--- src/irq_pkg.sv ---
/*
  constants, register map and carrier types for the pin interrupt
  and vector priority block. assumes a 32-bit axi4-lite register bus.
*/
package irq_pkg;
  // register byte offsets
  localparam logic [7:0] pin_irq_status_control_off = 8'h00;
  localparam logic [7:0] src_flag_off = 8'h04;
  localparam logic [7:0] src_enable_off = 8'h08;
  localparam logic [7:0] int_status_off = 8'h0c;
  localparam logic [7:0] int_mask_off = 8'h10;
  localparam logic [7:0] vector_off = 8'h14;
  localparam logic [7:0] cpu_ctrl_off = 8'h18;
  // pin_irq_status_control field positions
  localparam int ctl_mode_bit = 0;
  localparam int ctl_ie_bit = 1;
  localparam int ctl_ack_bit = 2;
  localparam int ctl_flag_bit = 3;
  localparam int ctl_pe_bit = 4;
  localparam int ctl_edg_bit = 5;
  localparam int ctl_pdd_bit = 6;
  localparam int ctl_level_bit = 7;
  localparam logic [7:0] ctl_reset = 8'h00;
  // vector numbers
  localparam logic [4:0] vec_reset = 5'h00;
  localparam logic [4:0] vec_soft = 5'h01;
  localparam logic [4:0] vec_lvd = 5'h02;
  localparam logic [4:0] vec_pin = 5'h03;
  localparam logic [4:0] vec_rti = 5'h17;
  localparam int num_vectors = 32;
  localparam logic [15:0] vector_top = 16'hfffe;
  // reset cause bits
  localparam int rst_cop = 0;
  localparam int rst_lvd = 1;
  localparam int rst_pin = 2;
  localparam int rst_ilop = 3;
  localparam int rst_ilad = 4;
  localparam int rst_por = 5;
  localparam logic [1:0] axi_okay = 2'b00;
  localparam logic [1:0] axi_slverr = 2'b10;
  // event status bits
  localparam int ev_pin = 0;
  localparam int ev_vector = 1;
  localparam int ev_wake = 2;

  typedef struct packed {
    logic pdd;
    logic edg;
    logic pe;
    logic ie;
    logic mode;
  } pin_ctl_t;

  typedef struct packed {
    logic valid;
    logic [4:0] num;
    logic [15:0] addr_hi;
    logic [15:0] addr_lo;
  } vector_t;

  typedef enum logic [2:0] {
    cpu_run = 3'b001,
    cpu_stack = 3'b010,
    cpu_fetch = 3'b100
  } cpu_state_t;
endpackage : irq_pkg

--- src/pin_irq_ctrl.sv ---
/*
  external request pin logic, source flags, interrupt vector choice
  and cpu entry sequencing, with an axi4-lite register slave.
  assumes one bus clock, pin asynchronous, stop handled by the stop
  input gating clocks elsewhere.
*/
`timescale 1ns/1ns
// Summary of operation
// pin acts as request input only while the function enable is one.
// polarity bit selects falling/low or rising/high as the asserted sense.
// mode bit picks edge-only or edge-and-level detection.
// local enable decides interrupt request versus polled flag only.
// pull device on when enabled and not disabled, pullup or pulldown.
// writing one to pull disable turns the internal pull device off.
// in stop, an asynchronous path sees the pin event and wakes the chip.
// flag sets on assert edge; level mode keeps it set while asserted.
// pin level readable for branch-on-pin tests when configured.
// each source flag sets on event; request forwarded only if enabled, except software and reset, which are always forwarded.
// with mask clear, stack pc low, pc high, x, a, condition codes, fetch.
// vector address read high byte first, low byte at next address.
// lower vector number wins; unused 24 to 31 lowest.
// pin 3, low voltage 2, software 1, periodic wake 23.
// all reset causes use vector 0 at the top of memory.
// polarity zero is falling/low, one is rising/high.
// pin synchronised before edge detection, one set per edge.
module pin_irq_ctrl
  import irq_pkg::*;
(
  // clock and reset
  input wire logic aclk,
  input wire logic aresetn,
  // axi4-lite write address
  input wire logic [7:0] s_axi_awaddr,
  input wire logic s_axi_awvalid,
  output logic s_axi_awready,
  // axi4-lite write data
  input wire logic [31:0] s_axi_wdata,
  input wire logic [3:0] s_axi_wstrb,
  input wire logic s_axi_wvalid,
  output logic s_axi_wready,
  // axi4-lite write response
  output logic [1:0] s_axi_bresp,
  output logic s_axi_bvalid,
  input wire logic s_axi_bready,
  // axi4-lite read address
  input wire logic [7:0] s_axi_araddr,
  input wire logic s_axi_arvalid,
  output logic s_axi_arready,
  // axi4-lite read data
  output logic [31:0] s_axi_rdata,
  output logic [1:0] s_axi_rresp,
  output logic s_axi_rvalid,
  input wire logic s_axi_rready,
  // request pin and pull device
  input wire logic irq_pin,
  output logic pull_up_en,
  output logic pull_down_en,
  // other sources
  input wire logic soft_irq_exec,
  input wire logic low_voltage_event,
  input wire logic periodic_wake_event,
  input wire logic [5:0] reset_causes,
  input wire logic stop_mode,
  // cpu side
  output logic cpu_irq_req,
  output logic wake_out,
  output logic [4:0] vector_num,
  output logic [15:0] vector_addr,
  output logic [2:0] stack_count,
  output logic mask_bit,
  output logic irq_out
);
  typedef struct packed {
    pin_ctl_t ctl;
    logic flag;
    logic lvl_d;
    logic soft_flag;
    logic lvd_flag;
    logic lvd_ie;
    logic rti_flag;
    logic rti_ie;
    logic rst_flag;
    logic ibit;
    cpu_state_t cst;
    logic [2:0] scnt;
    logic [4:0] vnum;
    logic [15:0] vaddr;
    logic req;
    logic wake;
    logic pu;
    logic pd;
    logic [2:0] ev_stat;
    logic [2:0] ev_mask;
    logic irq;
    logic awr;
    logic wr;
    logic bv;
    logic [1:0] br;
    logic arr;
    logic rv;
    logic [31:0] rd;
    logic [1:0] rr;
  } ctrl_state_t;

  ctrl_state_t state_reg;
  ctrl_state_t state_next;
  logic pin_level;
  logic [num_vectors-1:0] pending;
  vector_t winner;
  logic asserted;
  logic async_hit;
  logic wr_go;
  logic rd_go;
  logic [7:0] ctl_rd;

  pin_sync u_sync (
    .aclk(aclk),
    .aresetn(aresetn),
    .pin_in(irq_pin),
    .level(pin_level)
  );

  // asserted sense after polarity
  assign asserted = state_reg.ctl.edg ? pin_level : ~pin_level;
  // asynchronous wake path, combinational on the raw pin
  assign async_hit = stop_mode & state_reg.ctl.pe
    & (state_reg.ctl.edg ? irq_pin : ~irq_pin);

  always_comb
  begin
    pending = '0;
    pending[vec_reset] = state_reg.rst_flag;
    pending[vec_soft] = state_reg.soft_flag;
    pending[vec_lvd] = state_reg.lvd_flag & state_reg.lvd_ie;
    pending[vec_pin] = state_reg.flag & state_reg.ctl.ie;
    pending[vec_rti] = state_reg.rti_flag & state_reg.rti_ie;
  end

  vector_prio u_prio (
    .pending(pending),
    .winner(winner)
  );

  assign wr_go = s_axi_awvalid & s_axi_wvalid & ~state_reg.bv;
  assign rd_go = s_axi_arvalid & ~state_reg.rv;

  always_comb
  begin
    ctl_rd = ctl_reset;
    ctl_rd[ctl_mode_bit] = state_reg.ctl.mode;
    ctl_rd[ctl_ie_bit] = state_reg.ctl.ie;
    ctl_rd[ctl_flag_bit] = state_reg.flag;
    ctl_rd[ctl_pe_bit] = state_reg.ctl.pe;
    ctl_rd[ctl_edg_bit] = state_reg.ctl.edg;
    ctl_rd[ctl_pdd_bit] = state_reg.ctl.pdd;
    // level visible for branch-on-pin only when configured
    ctl_rd[ctl_level_bit] = state_reg.ctl.pe & pin_level;
  end

  always_comb
  begin
    state_next = state_reg;
    state_next.lvl_d = asserted;
    state_next.awr = 1'b0;
    state_next.wr = 1'b0;
    state_next.arr = 1'b0;
    // bus handshakes
    if (state_reg.bv && s_axi_bready)
    begin
      state_next.bv = 1'b0;
    end
    if (state_reg.rv && s_axi_rready)
    begin
      state_next.rv = 1'b0;
    end
    // source flags: writes clear first, events set after and win
    if (wr_go)
    begin
      state_next.awr = 1'b1;
      state_next.wr = 1'b1;
      state_next.bv = 1'b1;
      state_next.br = axi_okay;
      unique case (s_axi_awaddr)
        pin_irq_status_control_off:
        begin
          if (s_axi_wstrb[0])
          begin
            state_next.ctl.mode = s_axi_wdata[ctl_mode_bit];
            state_next.ctl.ie = s_axi_wdata[ctl_ie_bit];
            state_next.ctl.pe = s_axi_wdata[ctl_pe_bit];
            state_next.ctl.edg = s_axi_wdata[ctl_edg_bit];
            state_next.ctl.pdd = s_axi_wdata[ctl_pdd_bit];
            if (s_axi_wdata[ctl_ack_bit])
            begin
              state_next.flag = 1'b0;
            end
          end
        end
        src_flag_off:
        begin
          if (s_axi_wstrb[0])
          begin
            if (s_axi_wdata[vec_soft]) state_next.soft_flag = 1'b0;
            if (s_axi_wdata[vec_lvd]) state_next.lvd_flag = 1'b0;
            if (s_axi_wdata[0]) state_next.rst_flag = 1'b0;
          end
          if (s_axi_wstrb[2] && s_axi_wdata[vec_rti])
          begin
            state_next.rti_flag = 1'b0;
          end
        end
        src_enable_off:
        begin
          if (s_axi_wstrb[0])
          begin
            state_next.lvd_ie = s_axi_wdata[vec_lvd];
          end
          if (s_axi_wstrb[2])
          begin
            state_next.rti_ie = s_axi_wdata[vec_rti];
          end
        end
        int_mask_off:
        begin
          if (s_axi_wstrb[0])
          begin
            state_next.ev_mask = s_axi_wdata[2:0];
          end
        end
        cpu_ctrl_off:
        begin
          if (s_axi_wstrb[0])
          begin
            state_next.ibit = s_axi_wdata[0];
          end
        end
        default:
        begin
          state_next.br = axi_slverr;
        end
      endcase
    end
    if (rd_go)
    begin
      state_next.arr = 1'b1;
      state_next.rv = 1'b1;
      state_next.rr = axi_okay;
      state_next.rd = '0;
      unique case (s_axi_araddr)
        pin_irq_status_control_off: state_next.rd[7:0] = ctl_rd;
        src_flag_off:
        begin
          state_next.rd[vec_reset] = state_reg.rst_flag;
          state_next.rd[vec_soft] = state_reg.soft_flag;
          state_next.rd[vec_lvd] = state_reg.lvd_flag;
          state_next.rd[vec_pin] = state_reg.flag;
          state_next.rd[vec_rti] = state_reg.rti_flag;
        end
        src_enable_off:
        begin
          state_next.rd[vec_lvd] = state_reg.lvd_ie;
          state_next.rd[vec_pin] = state_reg.ctl.ie;
          state_next.rd[vec_rti] = state_reg.rti_ie;
        end
        int_status_off:
        begin
          state_next.rd[2:0] = state_reg.ev_stat;
          state_next.ev_stat = '0;
        end
        int_mask_off: state_next.rd[2:0] = state_reg.ev_mask;
        vector_off:
        begin
          state_next.rd[4:0] = state_reg.vnum;
          state_next.rd[31:16] = state_reg.vaddr;
        end
        cpu_ctrl_off:
        begin
          state_next.rd[0] = state_reg.ibit;
          state_next.rd[10:8] = state_reg.scnt;
        end
        default: state_next.rr = axi_slverr;
      endcase
    end
    // pin detection in run mode
    if (state_reg.ctl.pe && asserted && !state_reg.lvl_d)
    begin
      state_next.flag = 1'b1;
      state_next.ev_stat[ev_pin] = 1'b1;
    end
    if (state_reg.ctl.pe && state_reg.ctl.mode && asserted)
    begin
      state_next.flag = 1'b1;
    end
    if (!state_reg.ctl.pe)
    begin
      state_next.flag = 1'b0;
    end
    if (soft_irq_exec) state_next.soft_flag = 1'b1;
    if (low_voltage_event) state_next.lvd_flag = 1'b1;
    if (periodic_wake_event) state_next.rti_flag = 1'b1;
    if (|reset_causes)
    begin
      state_next.rst_flag = 1'b1;
    end
    // pull device
    state_next.pu = state_reg.ctl.pe & ~state_reg.ctl.pdd
      & ~state_reg.ctl.edg;
    state_next.pd = state_reg.ctl.pe & ~state_reg.ctl.pdd
      & state_reg.ctl.edg;
    state_next.req = state_reg.flag & state_reg.ctl.ie;
    state_next.wake = async_hit;
    if (async_hit)
    begin
      state_next.ev_stat[ev_wake] = 1'b1;
    end
    // cpu entry sequence
    unique case (state_reg.cst)
      cpu_run:
      begin
        if (winner.valid && (!state_reg.ibit
            || winner.num == vec_reset))
        begin
          state_next.cst = cpu_stack;
          state_next.scnt = 3'h0;
        end
      end
      cpu_stack:
      begin
        // pc low, pc high, x, a, ccr
        state_next.scnt = state_reg.scnt + 3'h1;
        if (state_reg.scnt == 3'h4)
        begin
          state_next.cst = cpu_fetch;
          state_next.ibit = 1'b1;
        end
      end
      cpu_fetch:
      begin
        state_next.vnum = winner.num;
        state_next.vaddr = winner.addr_hi;
        state_next.ev_stat[ev_vector] = 1'b1;
        state_next.cst = cpu_run;
      end
    endcase
    state_next.irq = |(state_next.ev_stat & state_reg.ev_mask);
  end

  always_ff @(posedge aclk)
  begin
    if (!aresetn)
    begin
      state_reg <= '0;
      state_reg.ibit <= 1'b1;
      state_reg.cst <= cpu_run;
    end
    else
    begin
      state_reg <= state_next;
    end
  end

  assign s_axi_awready = state_reg.awr;
  assign s_axi_wready = state_reg.wr;
  assign s_axi_bvalid = state_reg.bv;
  assign s_axi_bresp = state_reg.br;
  assign s_axi_arready = state_reg.arr;
  assign s_axi_rvalid = state_reg.rv;
  assign s_axi_rdata = state_reg.rd;
  assign s_axi_rresp = state_reg.rr;
  assign pull_up_en = state_reg.pu;
  assign pull_down_en = state_reg.pd;
  assign cpu_irq_req = state_reg.req;
  assign wake_out = state_reg.wake;
  assign vector_num = state_reg.vnum;
  assign vector_addr = state_reg.vaddr;
  assign stack_count = state_reg.scnt;
  assign mask_bit = state_reg.ibit;
  assign irq_out = state_reg.irq;
endmodule : pin_irq_ctrl

--- src/pin_sync.sv ---
/*
  three flop synchroniser for the request pin with agreement filter.
  assumes the pin is asynchronous to aclk.
*/
`timescale 1ns/1ns
module pin_sync
  import irq_pkg::*;
(
  // clock and reset
  input wire logic aclk,
  input wire logic aresetn,
  // pin in, filtered level out
  input wire logic pin_in,
  output logic level
);
  typedef struct packed {
    logic s1;
    logic s2;
    logic s3;
    logic lvl;
  } sync_state_t;
  sync_state_t state_reg;
  sync_state_t state_next;

  always_comb
  begin
    state_next = state_reg;
    state_next.s1 = pin_in;
    state_next.s2 = state_reg.s1;
    state_next.s3 = state_reg.s2;
    // change counts once stages two and three agree
    if (state_reg.s2 == state_reg.s3)
    begin
      state_next.lvl = state_reg.s3;
    end
  end

  always_ff @(posedge aclk)
  begin
    if (!aresetn)
    begin
      state_reg <= '0;
    end
    else
    begin
      state_reg <= state_next;
    end
  end

  assign level = state_reg.lvl;
endmodule : pin_sync

--- src/vector_prio.sv ---
/*
  fixed priority encoder over pending vector requests, lower number
  wins. assumes requests are already gated by local enables.
*/
`timescale 1ns/1ns
module vector_prio
  import irq_pkg::*;
(
  // pending requests
  input wire logic [num_vectors-1:0] pending,
  // winner
  output vector_t winner
);
  always_comb
  begin
    winner = '0;
    for (int i = num_vectors - 1; i >= 0; i--)
    begin
      if (pending[i])
      begin
        winner.valid = 1'b1;
        winner.num = 5'(i);
      end
    end
    // two bytes per vector, high byte first
    winner.addr_hi = vector_top - {10'h000, winner.num, 1'b0};
    winner.addr_lo = winner.addr_hi + 16'h0001;
  end
endmodule : vector_prio
--- config.mk ---
export PLATFORM = sky130hd
export DESIGN_NAME = pin_irq_ctrl
export DESIGN_NICKNAME = d
export VERILOG_FILES = /design/src/irq_pkg.sv /design/src/pin_irq_ctrl.sv /design/src/pin_sync.sv /design/src/vector_prio.sv
export SDC_FILE = /design/constraint.sdc
export NUM_CORES = 1
export LEC_CHECK = 0
export ABC_AREA = 1
export BUFFER_PORTS_ARGS = -buffer_cell sky130_fd_sc_hd__buf_2
export CAP_MARGIN = 30
export CORE_MARGIN = 3
export CORE_UTILIZATION = 43
export DETAILED_ROUTE_END_ITERATION = 8
export PLACE_DENSITY_LB_ADDON = 0.25
export SYNTH_ARGS = -nofsm -noshare
export SYNTH_HDL_FRONTEND = slang
export SYNTH_SLANG_ARGS = --single-unit
--- constraint.sdc ---
create_clock -name aclk -period 1.1 [get_ports aclk]
set_input_delay 0.165 -clock aclk [delete_from_list [all_inputs] [get_ports aclk]]
set_output_delay 0.165 -clock aclk [all_outputs]
set_load 0.02 [all_outputs]
==> impl_metrics.tcl <==
set metrics [dict create \
    nNetsFinal 628 \
    route.detailed.drc 0 \
    setup_tns_ps -1158 \
    syn-instance-count 428 \
    p_leak_nw 2.204 \
    synthTopCellsByCount "86 x nand2_1, 64 x dfxtp_1, 61 x buf_4, 44 x a21oi_1, 38 x inv_1" \
    cts_tree "done" \
    powerDensity_mw_per_mm2 1133 \
    switchingPower_mw 1.391 \
    htree_levels 3 \
    cts_buffer_depth 2 \
    path_max_fanout 3 \
    crit_arrival_ps 1510 \
    final.fill_count 576 \
    wl_per_cell_um 13.44 \
    synth_most_common_cell "nand2_1" \
    cts_hold_buf 0 \
    violations "negative setup slack" \
    grt_pass1_wl_mm 13.85 \
    power.switching_fraction_pct 26.64 \
    crit_family "simple AND/OR/NAND/NOR gates" \
    yosys.area.top_type "dfxtp_1" \
    wirelength_mm 8.801 \
    ys_types 30 \
    critPathMostFrequentCell "nand2_1" \
    die-area_mm2 0.008424 \
    ant_nets 0 \
    critical_path.cell_chain "nand2_2 > nand2_1 > nand2_1 > nand2_1 > nand2_1 > nand2_1 > nand2_1 > nand2_2 > nand2_2 > nand2_2 > o21ai_1 > inv_1" \
    period_share_pct 115.2 \
    drt_iter0_drc 172 \
    max_cap_violations 0 \
    internal-power_mw 3.830 \
    pin_count 141 \
    crit_path_max_incr_delay_ps 330 \
    vias 3218 \
    min_period_ps 1267 \
    first_global_vias 2962 \
    critPathRequiredTime_ps 1340 \
    synthTopCellsByArea "dfxtp_1 40%, buf_4 14%, nand2_1 10%" \
    finalSetupViolations 24 \
    peakVddDrop_mv 0.7649 \
    largest_reg_flops 16 \
    syn_avg_cell_area_um2 7.393 \
    ff_latch_area_mm2 0.001316 \
    crit_slowest_cell "dfxtp_2" \
    numPortBuffers 103 \
    seq_area_frac_synth_pct 40.49 \
    gp_congestion 0.8376 \
    drv_slew 0 \
    rsz0062_at_grt "true" \
    drt-vias-per-instance 4.913 \
    drive_above_1_share_pct 49.91 \
    fin_ws_ps -167.2 \
    final_cell_area_mm2 0.004607 \
    hold_viol 0 \
    placedCellCount 627 \
    core_mm2 0.006982 \
    syn_area_mm2 0.003164 \
    die_w_um 91.79 \
    synth.yosys.warnings 0 \
    root_buffer "clkbuf_8" \
    clk_pin_slew_ps 70 \
    status "complete, but fails checks" \
    dr.pass1.iters 4 \
    hold_ws_ps 53.87 \
    cts.sinks 64 \
    ys.flop_type "dfxtp_1" \
    grt_max_degree 36 \
    dpl_cell_area_mm2 0.003834 \
    grt_overflow 0 \
    synth_top_cell_area_share_pct 40.49 \
    clkPwrFrac_pct 39.0 \
    multi_input_area_mm2 0.001540 \
    pre_cts_slack_ps -258.9 \
    synth_enable_flop_cells 0 \
    clk_latency_ps 340 \
    crit_buf_inv 1 \
    power_frac_comb_pct 14.3 \
    cts_made_buffers 9 \
    async_flop_share_pct 0 \
    hp-class "in -> reg" \
    reg2reg_slack_ps -170 \
    total_power_mw 5.221 \
    areaGrowthSynthToFinish_pct 45.59 \
    start_util_pct 45.32 \
    grt_usage_pct 20.40 \
    seqPwrFrac_pct 46.7 \
    utilization_pct 65.99 \
    grt_antenna_before_repair 0 \
    startpoint_type "flip-flop" \
    path_class "reg -> reg" \
    fin_skew_ps 9.669 \
    synth-seq-cells 64 \
    fp.dieH_um 91.79 \
    fp-row-count 30 \
    fin_cells 655 \
    end_kind "flip-flop" \
    max_freq_mhz 789.2 \
    hpwl_mm 6.138 \
    diodes 0 \
]
logic make-up after synthesis:
| family | count (synthesis) | synth area share (%) |
|---|---|---|
| other | 1 | 0.1185 |
| flip-flops | 64 | 40.49 |
| adder cells (fa/ha/maj) | 2 | 0.7907 |
| buffers and inverters | 111 | 20.48 |
| AND/OR/NAND/NOR | 168 | 24.20 |
| XOR/XNOR | 2 | 0.5537 |
| AO/OA/AOI/OAI | 80 | 13.37 |
worst paths after layout:
kind         cells past startpoint              endpoint                  from
max                             12        stack_count[0]         state_reg[82]
min                              3            pending[1]         soft_irq_exec
max reg2reg                     12        stack_count[0]         state_reg[82]
min reg2reg                      2  u_sync.state_next[1]  u_sync.state_next[2]
cell type report:
cell class | count | share of cell area (%)
clock buffer | 11 | 3.286
clock inverter | 3 | 0.9234
inverter | 41 | 3.639
multi-input combinational | 262 | 33.43
sequential | 64 | 28.57
tap | 96 | 2.607
timing repair buffer | 178 | 27.54
timing repair:
action | 4_1_cts | 5_1_grt
resized for setup | 54 | 93
pin swaps | 10 | 25
hold endpoints to repair | 0 | 0
setup endpoints to repair | 56 | 70
buffers inserted | 9 | 6
cells in the final DEF (no fill, tap or decap), drive strengths merged:
cell type	count
a31oi	3
inv	39
ha	2
clkinvlp	2
conb	10
and3	2
nor2	31
a21oi	44
dfxtp	64
o2111ai	1
buf	178
xor2	2
nand4	6
o21ai	26
clkbuf	11
nor4	2
nand3	28
a211oi	1
clkinv	2
nor3	10
nand3b	2
nand2	87
bufinv	1
o211ai	5
power groups by stage:
stage / logic (mW) / registers (mW) / clock network [mW]
after floorplan: 0.441 / 2.49 / 0
after global placement: 0.630 / 2.49 / 0
after detailed placement: 0.637 / 2.49 / 0
after CTS: 0.682 / 2.44 / 2.05
after global routing: 0.813 / 2.44 / 2.19
final: 0.748 / 2.44 / 2.04
tightest hold or removal path, delay by kind of cell:
| kind | cells | cell delay, ps |
|---|---|---|
| buffers and inverters | 2 | 130 |
| AO/OA/AOI/OAI | 1 | 50 |
per-layer routing:
| layer | up-vias | share of wire, % | wire length (um) | global-route usage, % |
|---|---|---|---|---|
| met5 | - | 0 | 0 | 0 |
| met4 | 0 | 1.4 | 119 | 5.693 |
| met3 | 14 | 8.7 | 763 | 5.906 |
| met2 | 136 | 48 | 4218 | 33.17 |
| met1 | 1478 | 42 | 3700 | 26.37 |
| li1 | 1590 | - | - | - |
Power figures use the tool's default switching activity.
